File: src/pkg/ssp_regs.vh
`ifndef SSP_REGS_VH
`define SSP_REGS_VH
// register offsets on the 8-bit register port
`define SSP_OFF_FLAGS       8'h0C
`define SSP_OFF_BUF         8'h13
`define SSP_OFF_CTRL        8'h14
`define SSP_OFF_ENABLES     8'h8C
`define SSP_OFF_CTRL2       8'h91
`define SSP_OFF_ADDR        8'h93
`define SSP_OFF_STAT        8'h94
// reset values
`define SSP_RST_FLAGS       8'h00
`define SSP_RST_ENABLES     8'h00
`define SSP_RST_CTRL        8'h00
`define SSP_RST_CTRL2       8'h00
`define SSP_RST_STAT        8'h00
`define SSP_RST_ADDR        8'h00
// field positions
`define SSP_CTRL_WRCOL      7
`define SSP_CTRL_IDLE       4
`define SSP_CTRL_EN         5
`define SSP_STAT_LATE       7
`define SSP_STAT_CKE        6
`define SSP_STAT_S          3
`define SSP_STAT_UPD        1
`define SSP_STAT_FULL       0
`define SSP_CTRL2_GCALL     7
`define SSP_CTRL2_START     0
`define SSP_FLAGS_IRQ       3
`define SSP_FLAGS_BCL       4
// mode field encodings
`define SSP_MODE_M_DIV4     4'h0
`define SSP_MODE_M_DIV16    4'h1
`define SSP_MODE_M_DIV64    4'h2
`define SSP_MODE_S_SS       4'h4
`define SSP_MODE_S_NOSS     4'h5
`define SSP_MODE_I2C_S7     4'h6
`define SSP_MODE_I2C_S10    4'h7
`define SSP_MODE_I2C_M      4'h8
`define SSP_MODE_I2C_S7B    4'hE
`define SSP_MODE_I2C_S10B   4'hF
`define SSP_BITS            4'h8
`endif

File: src/rtl/ssp_top.v
// Strobed register access was chosen for this implementation.
`timescale 1ns/1ps
`include "ssp_regs.vh"
module ssp_top (
	input  wire       CLK_SYS,
	input  wire       RST_N,
	input  wire [7:0] ADDR,
	input  wire [7:0] WDATA,
	input  wire       WR,
	input  wire       RD,
	output reg  [7:0] RDATA,
	input  wire       SLEEPING,
	output reg        WAKE,
	input  wire       SCK_I,
	output reg        SCK_O,
	output reg        SCK_OE,
	input  wire       SDI_I,
	output reg        SDO_O,
	output reg        SDO_OE,
	input  wire       SS_N_I,
	input  wire       SCL_I,
	output reg        SCL_O,
	output reg        SCL_OE,
	input  wire       SDA_I,
	output reg        SDA_O,
	output reg        SDA_OE
);
	reg  [7:0] flags_q;
	reg  [7:0] enables_q;
	reg  [7:0] ctrl_q;
	reg  [7:0] ctrl2_q;
	reg  [7:0] stat_q;
	reg  [7:0] addr_q;
	reg  [7:0] buf_q;
	reg  [1:0] sck_s_q;
	reg  [1:0] sdi_s_q;
	reg  [1:0] ss_s_q;
	reg  [1:0] scl_s_q;
	reg  [1:0] sda_s_q;
	wire [3:0] mode;
	wire       en;
	wire       is_i2c;
	wire       spi_master;
	wire       spi_on;
	wire       ss_reset;
	wire       buf_wr;
	wire       buf_rd;
	wire       spi_sck;
	wire       spi_sdo;
	wire [7:0] spi_rx;
	wire       spi_done;
	wire       i2c_sda_low;
	wire       i2c_start_seen;
	wire       i2c_start_done;
	wire       i2c_coll;
	wire       i2c_in_start;
	wire [7:0] i2c_rx;
	wire       i2c_full;
	wire       i2c_ack;
	wire       i2c_ua;

	function is_addr;
		input [7:0] a;
		input [7:0] off;
		begin
			is_addr = (a == off);
		end
	endfunction

	assign mode = ctrl_q[3:0];
	assign en = ctrl_q[`SSP_CTRL_EN];
	assign is_i2c = mode[3] || (mode[2] && mode[1]);
	assign spi_on = en && !is_i2c;
	// rate field only matters when master
	assign spi_master = !mode[2];
	// slave-select only honoured in mode 0100
	assign ss_reset = spi_on && (mode == `SSP_MODE_S_SS) && ss_s_q[1];
	assign buf_wr = WR && is_addr(ADDR, `SSP_OFF_BUF);
	assign buf_rd = RD && is_addr(ADDR, `SSP_OFF_BUF);

	// pins are asynchronous: two flops before any use
	always @(posedge CLK_SYS) begin
		if (!RST_N) begin
			sck_s_q <= 2'h0;
			sdi_s_q <= 2'h0;
			ss_s_q <= 2'h3;
			scl_s_q <= 2'h3;
			sda_s_q <= 2'h3;
		end else begin
			sck_s_q <= {sck_s_q[0], SCK_I};
			sdi_s_q <= {sdi_s_q[0], SDI_I};
			ss_s_q <= {ss_s_q[0], SS_N_I};
			scl_s_q <= {scl_s_q[0], SCL_I};
			sda_s_q <= {sda_s_q[0], SDA_I};
		end
	end

	ssp_spi u_spi (
		.clk       (CLK_SYS),
		.rst_n     (RST_N),
		.enable    (spi_on),
		.master    (spi_master),
		.idle_lvl  (ctrl_q[`SSP_CTRL_IDLE]),
		.cke       (stat_q[`SSP_STAT_CKE]),
		.late_smp  (stat_q[`SSP_STAT_LATE]),
		.rate      (mode[1:0]),
		.load      (buf_wr && spi_on && !i2c_in_start),
		.load_data (WDATA),
		.sck_in    (sck_s_q[1]),
		.sdi_in    (sdi_s_q[1]),
		.ss_reset  (ss_reset),
		.sck_out   (spi_sck),
		.sdo_out   (spi_sdo),
		.rx_data   (spi_rx),
		.done      (spi_done)
	);

	ssp_i2c u_i2c (
		.clk        (CLK_SYS),
		.rst_n      (RST_N),
		.enable     (en && is_i2c),
		.ten_bit    (mode[0]),
		.master     (mode == `SSP_MODE_I2C_M),
		.gcall_en   (ctrl2_q[`SSP_CTRL2_GCALL]),
		.addr       (addr_q),
		.start_req  (ctrl2_q[`SSP_CTRL2_START]),
		.scl_in     (scl_s_q[1]),
		.sda_in     (sda_s_q[1]),
		.sda_low    (i2c_sda_low),
		.start_seen (i2c_start_seen),
		.start_done (i2c_start_done),
		.collision  (i2c_coll),
		.in_start   (i2c_in_start),
		.rx_byte    (i2c_rx),
		.byte_full  (i2c_full),
		.ack_irq    (i2c_ack),
		.upd_set    (i2c_ua)
	);

	// register file; hardware sets win over software writes
	always @(posedge CLK_SYS) begin
		if (!RST_N) begin
			flags_q <= `SSP_RST_FLAGS;
			enables_q <= `SSP_RST_ENABLES;
			ctrl_q <= `SSP_RST_CTRL;
			ctrl2_q <= `SSP_RST_CTRL2;
			stat_q <= `SSP_RST_STAT;
			addr_q <= `SSP_RST_ADDR;
			buf_q <= 8'h00;
			RDATA <= 8'h00;
			WAKE <= 1'b0;
		end else begin
			WAKE <= 1'b0;
			if (WR) begin
				if (is_addr(ADDR, `SSP_OFF_FLAGS))
					flags_q <= WDATA;
				if (is_addr(ADDR, `SSP_OFF_ENABLES))
					enables_q <= WDATA;
				if (is_addr(ADDR, `SSP_OFF_CTRL))
					ctrl_q <= WDATA;
				if (is_addr(ADDR, `SSP_OFF_STAT))
					stat_q[7:6] <= WDATA[7:6];
				if (is_addr(ADDR, `SSP_OFF_ADDR))
					addr_q <= WDATA;
				if (is_addr(ADDR, `SSP_OFF_CTRL2)) begin
					ctrl2_q[7:5] <= WDATA[7:5];
					if (!i2c_in_start)
						ctrl2_q[4:0] <= WDATA[4:0];
				end
				if (buf_wr) begin
					if (i2c_in_start)
						ctrl_q[`SSP_CTRL_WRCOL] <= 1'b1;
					else
						buf_q <= WDATA;
				end
			end
			if (buf_rd)
				stat_q[`SSP_STAT_FULL] <= 1'b0;
			if (spi_done) begin
				buf_q <= spi_rx;
				stat_q[`SSP_STAT_FULL] <= 1'b1;
				flags_q[`SSP_FLAGS_IRQ] <= 1'b1;
				WAKE <= SLEEPING;
			end
			if (i2c_full) begin
				buf_q <= i2c_rx;
				stat_q[`SSP_STAT_FULL] <= 1'b1;
			end
			if (i2c_ack)
				flags_q[`SSP_FLAGS_IRQ] <= 1'b1;
			if (i2c_ua)
				stat_q[`SSP_STAT_UPD] <= 1'b1;
			if (i2c_start_seen)
				stat_q[`SSP_STAT_S] <= 1'b1;
			if (i2c_start_done || (i2c_coll && !i2c_in_start))
				ctrl2_q[`SSP_CTRL2_START] <= 1'b0;
			if (i2c_coll)
				flags_q[`SSP_FLAGS_BCL] <= 1'b1;
			if (RD) begin
				if (is_addr(ADDR, `SSP_OFF_FLAGS))
					RDATA <= flags_q;
				else if (is_addr(ADDR, `SSP_OFF_ENABLES))
					RDATA <= enables_q;
				else if (is_addr(ADDR, `SSP_OFF_CTRL))
					RDATA <= ctrl_q;
				else if (is_addr(ADDR, `SSP_OFF_CTRL2))
					RDATA <= ctrl2_q;
				else if (is_addr(ADDR, `SSP_OFF_STAT))
					RDATA <= stat_q;
				else if (is_addr(ADDR, `SSP_OFF_ADDR))
					RDATA <= addr_q;
				else if (buf_rd)
					RDATA <= buf_q;
				else
					RDATA <= 8'h00;
			end else begin
				RDATA <= 8'h00;
			end
		end
	end

	// pin muxing: port enable hands pins to the serial function
	always @(posedge CLK_SYS) begin
		if (!RST_N) begin
			SCK_O <= 1'b0;
			SCK_OE <= 1'b0;
			SDO_O <= 1'b0;
			SDO_OE <= 1'b0;
			SCL_O <= 1'b0;
			SCL_OE <= 1'b0;
			SDA_O <= 1'b0;
			SDA_OE <= 1'b0;
		end else begin
			SCK_O <= spi_sck;
			SCK_OE <= spi_on && spi_master;
			SDO_O <= spi_sdo;
			SDO_OE <= spi_on && !ss_reset;
			// open drain: only ever pull low
			SCL_O <= 1'b0;
			SCL_OE <= 1'b0;
			SDA_O <= 1'b0;
			SDA_OE <= en && is_i2c && i2c_sda_low;
		end
	end
endmodule

File: src/rtl/ssp_spi.v
`timescale 1ns/1ps
`include "ssp_regs.vh"
// spi shift engine: master or slave, all four clock modes
module ssp_spi (
	input  wire       clk,
	input  wire       rst_n,
	input  wire       enable,
	input  wire       master,
	input  wire       idle_lvl,
	input  wire       cke,
	input  wire       late_smp,
	input  wire [1:0] rate,
	input  wire       load,
	input  wire [7:0] load_data,
	input  wire       sck_in,
	input  wire       sdi_in,
	input  wire       ss_reset,
	output reg        sck_out,
	output reg        sdo_out,
	output reg  [7:0] rx_data,
	output reg        done
);
	reg  [7:0] sr_q;
	reg  [3:0] cnt_q;
	reg        busy_q;
	reg  [6:0] div_q;
	reg        sck_prev_q;
	reg        half_q;
	reg        smp_bit_q;
	wire [6:0] div_end;
	wire       tick;
	wire       lead;
	wire       trail;
	wire       bit_in;
	wire [7:0] sr_next;

	// master half period of 2, 8 or 32 cycles
	assign div_end = (rate == 2'h0) ? 7'h01 : (rate == 2'h1) ? 7'h07 : 7'h1F;
	assign tick = busy_q && master && (div_q == div_end);
	// leading / trailing edges relative to idle level
	assign lead = master ? (tick && !half_q) : (sck_prev_q == idle_lvl && sck_in != idle_lvl);
	assign trail = master ? (tick && half_q) : (sck_prev_q != idle_lvl && sck_in == idle_lvl);
	// every bit cell closes on the trailing edge; cke=1 samples right there
	assign bit_in = (cke || (late_smp && master)) ? sdi_in : smp_bit_q;
	assign sr_next = {sr_q[6:0], bit_in};

	always @(posedge clk) begin
		if (!rst_n || !enable) begin
			sr_q <= 8'h00;
			cnt_q <= 4'h0;
			busy_q <= 1'b0;
			div_q <= 7'h00;
			sck_prev_q <= idle_lvl;
			half_q <= 1'b0;
			smp_bit_q <= 1'b0;
			sck_out <= 1'b0;
			sdo_out <= 1'b0;
			rx_data <= 8'h00;
			done <= 1'b0;
		end else if (ss_reset) begin
			// bit counter restarts; a word already loaded waits for the next frame
			cnt_q <= 4'h0;
			busy_q <= 1'b0;
			div_q <= 7'h00;
			sck_prev_q <= idle_lvl;
			half_q <= 1'b0;
			smp_bit_q <= 1'b0;
			done <= 1'b0;
			if (load) begin
				sr_q <= load_data;
				if (!cke)
					sdo_out <= load_data[7];
			end
		end else begin
			done <= 1'b0;
			sck_prev_q <= sck_in;
			if (!busy_q)
				sck_out <= idle_lvl;
			if (master)
				div_q <= tick ? 7'h00 : (busy_q ? div_q + 7'h01 : 7'h00);
			if (load) begin
				sr_q <= load_data;
				busy_q <= master;
				cnt_q <= 4'h0;
				half_q <= 1'b0;
				if (!cke)
					sdo_out <= load_data[7];
			end else begin
				if (tick) begin
					half_q <= ~half_q;
					sck_out <= ~sck_out;
				end
				if (!cke && lead)
					smp_bit_q <= sdi_in;
				if (cke && lead)
					sdo_out <= sr_q[7];
				if (trail) begin
					// both directions move together
					sr_q <= sr_next;
					if (!cke)
						sdo_out <= sr_q[6];
					cnt_q <= cnt_q + 4'h1;
					if (cnt_q == `SSP_BITS - 4'h1) begin
						rx_data <= sr_next;
						done <= 1'b1;
						busy_q <= 1'b0;
						cnt_q <= 4'h0;
					end
				end
			end
			if (!master)
				busy_q <= 1'b0;
		end
	end
endmodule

File: src/rtl/ssp_i2c.v
`timescale 1ns/1ps
`include "ssp_regs.vh"
// i2c: general call slave address stage and master start generation
module ssp_i2c (
	input  wire       clk,
	input  wire       rst_n,
	input  wire       enable,
	input  wire       ten_bit,
	input  wire       master,
	input  wire       gcall_en,
	input  wire [7:0] addr,
	input  wire       start_req,
	input  wire       scl_in,
	input  wire       sda_in,
	output reg        sda_low,
	output reg        start_seen,
	output reg        start_done,
	output reg        collision,
	output reg        in_start,
	output reg  [7:0] rx_byte,
	output reg        byte_full,
	output reg        ack_irq,
	output reg        upd_set
);
	localparam ST_IDLE = 2'h0;
	localparam ST_WAIT1 = 2'h1;
	localparam ST_WAIT2 = 2'h2;
	reg  [1:0] st_q;
	reg  [6:0] brg_q;
	reg  [7:0] sr_q;
	reg  [3:0] bit_q;
	reg        scl_p_q;
	reg        sda_p_q;
	reg        active_q;
	reg        gc_q;
	reg        skip_q;
	wire       scl_rise;
	wire       scl_fall;
	wire       start_cond;

	assign scl_rise = scl_in && !scl_p_q;
	assign scl_fall = !scl_in && scl_p_q;
	assign start_cond = scl_in && sda_p_q && !sda_in;

	always @(posedge clk) begin
		if (!rst_n || !enable) begin
			st_q <= ST_IDLE;
			brg_q <= 7'h00;
			sr_q <= 8'h00;
			bit_q <= 4'h0;
			scl_p_q <= 1'b1;
			sda_p_q <= 1'b1;
			active_q <= 1'b0;
			gc_q <= 1'b0;
			skip_q <= 1'b0;
			sda_low <= 1'b0;
			start_seen <= 1'b0;
			start_done <= 1'b0;
			collision <= 1'b0;
			in_start <= 1'b0;
			rx_byte <= 8'h00;
			byte_full <= 1'b0;
			ack_irq <= 1'b0;
			upd_set <= 1'b0;
		end else begin
			scl_p_q <= scl_in;
			sda_p_q <= sda_in;
			start_seen <= 1'b0;
			start_done <= 1'b0;
			collision <= 1'b0;
			byte_full <= 1'b0;
			ack_irq <= 1'b0;
			upd_set <= 1'b0;
			case (st_q)
			ST_IDLE: begin
				if (master && start_req) begin
					if (scl_in && sda_in) begin
						brg_q <= addr[6:0];
						st_q <= ST_WAIT1;
						in_start <= 1'b1;
					end else begin
						collision <= 1'b1;
					end
				end
			end
			ST_WAIT1: begin
				if (!scl_in) begin
					collision <= 1'b1;
					in_start <= 1'b0;
					st_q <= ST_IDLE;
				end else if (brg_q == 7'h00) begin
					if (sda_in) begin
						sda_low <= 1'b1;
						start_seen <= 1'b1;
						brg_q <= addr[6:0];
						st_q <= ST_WAIT2;
					end else begin
						collision <= 1'b1;
						in_start <= 1'b0;
						st_q <= ST_IDLE;
					end
				end else begin
					brg_q <= brg_q - 7'h01;
				end
			end
			ST_WAIT2: begin
				if (brg_q == 7'h00) begin
					start_done <= 1'b1;
					in_start <= 1'b0;
					st_q <= ST_IDLE;
				end else begin
					brg_q <= brg_q - 7'h01;
				end
			end
			default: st_q <= ST_IDLE;
			endcase
			// slave address stage
			if (!master) begin
				if (start_cond) begin
					active_q <= 1'b1;
					bit_q <= 4'h0;
					gc_q <= 1'b0;
				end else if (active_q && scl_rise && bit_q < `SSP_BITS) begin
					sr_q <= {sr_q[6:0], sda_in};
					bit_q <= bit_q + 4'h1;
					if (bit_q == `SSP_BITS - 4'h1) begin
						if (gcall_en && {sr_q[6:0], sda_in} == 8'h00) begin
							rx_byte <= 8'h00;
							byte_full <= 1'b1;
							gc_q <= 1'b1;
							skip_q <= ten_bit;
						end else if ({sr_q[6:0], sda_in} == addr) begin
							rx_byte <= {sr_q[6:0], sda_in};
							byte_full <= 1'b1;
							gc_q <= 1'b1;
							skip_q <= 1'b0;
						end else begin
							active_q <= 1'b0;
						end
					end
				end else if (active_q && scl_fall && bit_q == `SSP_BITS) begin
					bit_q <= bit_q + 4'h1;
				end else if (active_q && scl_fall && bit_q == `SSP_BITS + 4'h1) begin
					if (gc_q) begin
						ack_irq <= 1'b1;
						upd_set <= ten_bit && !skip_q;
					end
					active_q <= 1'b0;
				end
			end
		end
	end
endmodule

File: config.mk
export PLATFORM = sky130hd
export DESIGN_NAME = ssp_top
export DESIGN_NICKNAME = d
export VERILOG_FILES = /design/src/rtl/ssp_top.v /design/src/rtl/ssp_spi.v /design/src/rtl/ssp_i2c.v
export VERILOG_INCLUDE_DIRS = /design/src /design/src/pkg
export SDC_FILE = /design/constraint.sdc
export NUM_CORES = 1
export LEC_CHECK = 0
export ABC_AREA = 1
export BUFFER_PORTS_ARGS = -buffer_cell sky130_fd_sc_hd__buf_2
export CORE_UTILIZATION = 49
export DETAILED_ROUTE_END_ITERATION = 8
export PLACE_DENSITY_LB_ADDON = 0.1
export SYNTH_ARGS = -nofsm -noshare
export SYNTH_HDL_FRONTEND = slang
export SYNTH_HIERARCHICAL = 1
export SYNTH_SLANG_ARGS = --single-unit
File: constraint.sdc
create_clock -name CLK_SYS -period 4.7 [get_ports CLK_SYS]
set_clock_uncertainty 0.05 [all_clocks]
set_input_delay 0.235 -clock CLK_SYS [delete_from_list [all_inputs] [get_ports CLK_SYS]]
set_output_delay 0.235 -clock CLK_SYS [all_outputs]
set_load 0.01 [all_outputs]
=== Yosys cells after proc, flatten, opt, wreduce, memory -nomap -nowiden ===
Index checks and enable logic that the tools add are counted.

* Word-level logic and storage cells: 324
* Output and inout port bits: 17
* Register bits after elaboration: 152
* Input port bits: 26

* Add/subtract/negate cells: 4
* Bitwise gates (word level): 17
* $lt $le $gt $ge: 1
* Reductions and logical operators: 108
* Muxes and demuxes: 102
* Equality and inequality tests: 36

{| class="wikitable"
|+ Operators by type and width
! cell !! count
|-
| $mux 8 || 19
|-
| $mux 7 || 9
|-
| $mux 1 || 57
|-
| $logic_and 1x1->1 || 35
|-
| $eq 8x8->1 const B || 4
|-
| $reduce_and 2->1 || 14
|-
| $reduce_bool 3->1 || 9
|-
| $pmux 7 s3 || 1
|-
| $reduce_and 6->1 || 3
|-
| $not 1->1 || 17
|-
| $eq 8x5->1 const B || 2
|-
| $mux 4 || 4
|-
| $reduce_and 4->1 || 4
|-
| $mux 5 || 3
|-
| $reduce_bool 2->1 || 7
|-
| $logic_not 1->1 || 13
|-
| $eq 4x3->1 const B || 3
|-
| $eq 4x4->1 const B || 3
|-
| $mux 2 || 6
|-
| $ne 3x2->1 const B || 4
|-
| $ne 3x3->1 const B || 3
|-
| $reduce_and 3->1 || 3
|-
| $add 4x1->4 const B || 2
|-
| $eq 8x4->1 const B || 1
|-
| other kinds (26) || 42
|}

=== Depth between registers and ports, before layout ===
* Depth in word-level cells: 13
* Mapped depth: 13
* Mapped depth without buffers: 13

=== Cells and area by module ===
The synthesis kept the hierarchy.

{| class="wikitable"
|+ Modules (own cells, without submodules)
! module !! cells each !! seq. area each (sq um) !! instances !! area each (sq um)
|-
| ssp_top || 455 || 1541.5 || 1 || 3355.7
|-
| ssp_i2c || 306 || 820.8 || 1 || 2169.6
|-
| ssp_spi || 235 || 680.7 || 1 || 1677.9
|}

=== Worst setup path after synthesis ===
No wires, ideal clock.

* Path kind: reg-to-reg
* Start: register ctrl_q[1]
* End: register u_spi.sr_q[0]
* Slack: 2502 ps
* Data required time: 4534 ps
* Buffers on the path: 1
* Stages on the path, launching flop included: 12
* Arrival: 2032 ps
* Period minus slack after synthesis: 2198 ps
* Library setup time: 116 ps
* Cells stage by stage: dfxtp_1 > a21oi_1 > inv_1 > nor2_1 > inv_1 > nor4_2 > nor2_1 > inv_1 > clkbuf_1 > o21ai_0 > o21ai_0 > nor2_1

* Elaborated cells on any way between the ends: 24
* Those cells by class: eq/ne (4); mux (5); reduce/logical (15)

{| class="wikitable"
|+ RTL lines
! item !! RTL line !! source
|-
| start, declared || ssp_top.v:30 || <nowiki>reg [7:0] ctrl_q;</nowiki>
|-
| start signal, assigned || ssp_top.v:145 || <nowiki>ctrl_q <= `SSP_RST_CTRL;</nowiki>
|-
| $logic_and 1x1->1 * || ssp_top.v:72 || <nowiki>assign is_i2c = mode[3] || (mode[2] && mode[1]);</nowiki>
|-
| $logic_or 1x1->1 * || ssp_top.v:72 ||
|-
| $logic_not 1->1 * || ssp_top.v:73 || <nowiki>assign spi_on = en && !is_i2c;</nowiki>
|-
| $logic_and 1x1->1 * || ssp_top.v:73 ||
|-
| via spi_on || ssp_top.v:44 || <nowiki>wire spi_on;</nowiki>
|-
| $logic_and 1x1->1 * (2 in a row) || ssp_top.v:77 || <nowiki>assign ss_reset = spi_on && (mode == `SSP_MODE_S_SS) && ss_s_q[1];</nowiki>
|-
| via ss_reset || ssp_top.v:45 || <nowiki>wire ss_reset;</nowiki>
|-
| $ne 2x1->1 (no source line) || -- ||
|-
| $reduce_and 2->1 (no source line) || -- ||
|-
| end signal, assigned || ssp_spi.v:70 || <nowiki>sr_q <= load_data;</nowiki>
|-
| end signal, assigned || ssp_spi.v:82 || <nowiki>sr_q <= load_data;</nowiki>
|-
| end signal, assigned || ssp_spi.v:99 || <nowiki>sr_q <= sr_next;</nowiki>
|-
| end, declared || ssp_spi.v:23 || <nowiki>reg [7:0] sr_q;</nowiki>
|}

Mark *: on every way through the listed nets, which the timed path passes. The rest lies on a longest branch.
A chain may end at the register's enable or synchronous reset.

=== Worst setup path in the final report ===
* Start: register ctrl_q[1]
* End: register u_spi.rx_data[5]

* Word-level cells in the longest chain between the ends: 8
* Elaborated cells on any way between the ends: 22
* Those cells by class: eq/ne (3); mux (3); bitwise (2); reduce/logical (14)

{| class="wikitable"
|+ RTL lines
! item !! RTL line !! source
|-
| $logic_and 1x1->1 || ssp_top.v:72 ||
|-
| $logic_or 1x1->1 || ssp_top.v:72 ||
|-
| $logic_not 1->1 || ssp_top.v:73 ||
|-
| $logic_and 1x1->1 || ssp_top.v:73 ||
|-
| via spi_on || ssp_top.v:44 ||
|-
| $logic_and 1x1->1 (2 in a row) || ssp_top.v:77 ||
|-
| via ss_reset || ssp_top.v:45 ||
|-
| $not 1->1 (no source line) || -- ||
|-
| $reduce_and 4->1 (no source line) || -- ||
|-
| end signal, assigned || ssp_spi.v:104 || <nowiki>rx_data <= sr_next;</nowiki>
|-
| end, declared || ssp_spi.v:20 || <nowiki>output reg [7:0] rx_data,</nowiki>
|}

The timed path passes the listed nets, and every way through them passes these cells.

==> impl_results.md <==
- Status: complete, no violations
- Crit-path max cell delay: 0.52 ns
- Yosys warnings: 6
- Top cell family by delay on the critical path: simple AND/OR/NAND/NOR gates
- Diode count: 0
- Final period utilization: 0.556
- Largest net degree at the start of global routing: 42
- Minimum clock period after layout: 2.62 ns
- Chip height: 123 um
- Register clock-pin slew on the reported worst setup and hold paths: 0.06 ns
- Flops & latches, synth: 152
- Slew at the pin with the worst max-slew slack: 0.814 ns
- Pwr/cell area: 335 mW/mm^2
- Fin Hold WS: 0.156 ns
- Ports: 43
- Syn_area_per_cell: 7.23 um^2
- LEAKAGE: 3.19 nW
- Starting density of the core: 0.511
- Overall Power: 2.70 mW
- Cell Rows: 43
- CP Capture Type: register
- Design Area, Final: 0.00807 mm^2
- Vias in the first global route: 5,798
- Final setup fails: 0
- Core ar.: 0.0141 mm^2
- Top-area cell type share of the netlist area: 0.422
- RSZ-0062 raised after global routing: no
- Initial antenna violation count: 0
- Top post-synthesis cells by area: dfxtp_1 (42%), nand2_1 (10%), nor2_1 (6.7%)
- GRT overflow: 0
- Share of layout cells above drive strength 1: 0.129
- Routed wire length per instance: 14.9 um
- Most common cell after layout, fill and taps aside: nand2_1
- Gate Count Post-Synth: 996
- Worst Path Arrival: 2.90 ns
- CP bufs+invs: 4
- Vias post-DR: 6,459
- TritonCTS buffer count: 17
- VDD IR-drop max: 0.000250 V
- Gates resized, CTS repair: 0
- Die area: 0.0152 mm^2
- # H-tree levels: 4
- Clock Path Buffers: 2
- Synth area leader: dfxtp_1
- Clk root buf: clkbuf_16
- MaxCap Viol Count: 0
- Mapped cell area: 0.00720 mm^2
- Max_slew headroom: 0.455
- Fillers: 1,409
- Critical path class: reg2reg
- GRT Total Usage: 0.255
- Min-Delay Path Class: in2reg
- Slew Viols, Final: 0
- Detail Route Antenna Nets: 0
- RePlAce Congestion: 0.897
- Most frequent cells in the layout: nand2_1 (201), dfxtp_1 (152), nor2_1 (128)
- Post-route setup TNS: 0 ns
- Crit-path most repeated cell: inv_1
- Final Hold Viols: 0
- Area Overhead vs Synth: 12.1%
- CP Max Fanout: 15
- Total wire length: 18,200 um
- Worst EP required: 4.98 ns
- Clk sink count: 152
- Worst setup SP type: register
- Sequential fraction of the synthesis area: 0.422
- Die width: 123 um
- Critical path's slowest cell: nor4_2
- First DRT Iteration DRCs: 566
- Detailed placement HPWL: 12,500 um
- DR vias/cell: 5.29
- Worst skew pair latency: 0.42 ns
- Synth cell types: 48
- First-pass iteration count of the detailed router: 5
- First-pass GRT wire length: 29,600 um
- CP Cell Sequence: a21oi_1 > inv_1 > nor2_1 > inv_1 > nor4_2 > nor2_1 > inv_1 > nor2_8 > inv_4 > nand2_1 > a21oi_1
- Drc violations: 0
- Number of I/O port buffers: 39
- CTS tree: done
- Nets: 1,067
- Placed instance area: 0.00745 mm^2
- Fmax: 382 MHz
-- per-stage QoR --
stage | setup slack [ns] | utilization | std cells
floorplan | 2.50 | - | 998
global placement | 1.95 | 0.528 | 1185
detailed placement | 1.90 | 0.528 | 1185
CTS | 2.12 | 0.573 | 1222
global route | 1.77 | 0.573 | 1222
finish | 2.08 | 0.573 | 1222
-- registers in the layout (all words and copies together), names as in the netlist, 8 cells and up --
register and flops:
RDATA 8, addr_q 8, buf_q 8, ctrl2_q 8
ctrl_q 8, enables_q 8, flags_q 8, u_i2c/rx_byte 8
u_spi/rx_data 8, u_spi/sr_q 8
-- metal layers --
layer / wire length, um / part of all wire / GRT usage
met1: 8630 / 0.47 / 0.350
met2: 8330 / 0.46 / 0.400
met3: 1040 / 0.057 / 0.0507
met4: 237 / 0.013 / 0.0851
met5: 0 / 0 / 0
-- what timing repair did --
| action | CTS | global route |
|---|---|---|
| endpoints found under the setup margin | 0 | 0 |
| buffers inserted | 0 | 0 |
| hold buffers | 6 | 0 |
| endpoints found under the hold margin | 6 | 0 |
-- cell usage after synthesis, drive strengths merged --
cell / number
mux2i: 11
or2: 7
and2: 1
nor3: 14
o21ai: 92
o211ai: 1
xnor2: 6
nand4: 20
conb: 1
buf: 18
ha: 11
nand2: 214
nor2: 140
inv: 104
a21o: 1
a21oi: 89
nand3b: 2
a211oi: 2
nor4: 4
nand3: 75
o21a: 1
clkbuf: 17
dfxtp: 152
xor2: 6
clkinv: 3
a221oi: 1
a31oi: 3
-- worst paths after layout --
check,start,slack (ns),endpoint,cells past startpoint
max,ctrl_q[1],2.08,u_spi/rx_data[5],11
min,WDATA[4],0.16,flags_q[4],3
max reg2reg,ctrl_q[1],2.08,u_spi/rx_data[5],11
min reg2reg,sdi_s_q[0],0.36,sdi_s_q[1],2
-- worst min-delay path, cell delays in order --
cell     delay, ns
buf_2         0.18
nand2_1       0.09
a21oi_1       0.05
-- power breakdown --
group	switching [mW]	internal (mW)	total [mW]
registers	0.00318	1.29	1.30
clock network	0.522	0.800	1.32
logic	0.0582	0.0242	0.0824
-- cell families after synthesis --
group	after synthesis	share of synthesized area
mux	11	0.0153
fa+ha+maj	11	0.0191
compound gates	190	0.139
simple gates	477	0.304
buf+inv	142	0.0856
flops	152	0.422
other cells	1	0.000521
xor+xnor	12	0.0146
-- area by class of cell --
class	instances	area, um^2	share of cell area
multi-input cells	704	3560	0.441
repair buffers	48	278	0.0344
inverters	107	405	0.0502
clock inverters	10	103	0.0127
clock buffers	21	460	0.0570
flip-flops and latches	152	3040	0.377
well taps	180	225	0.0279
Note: power is estimated with default switching activity, not from simulation.
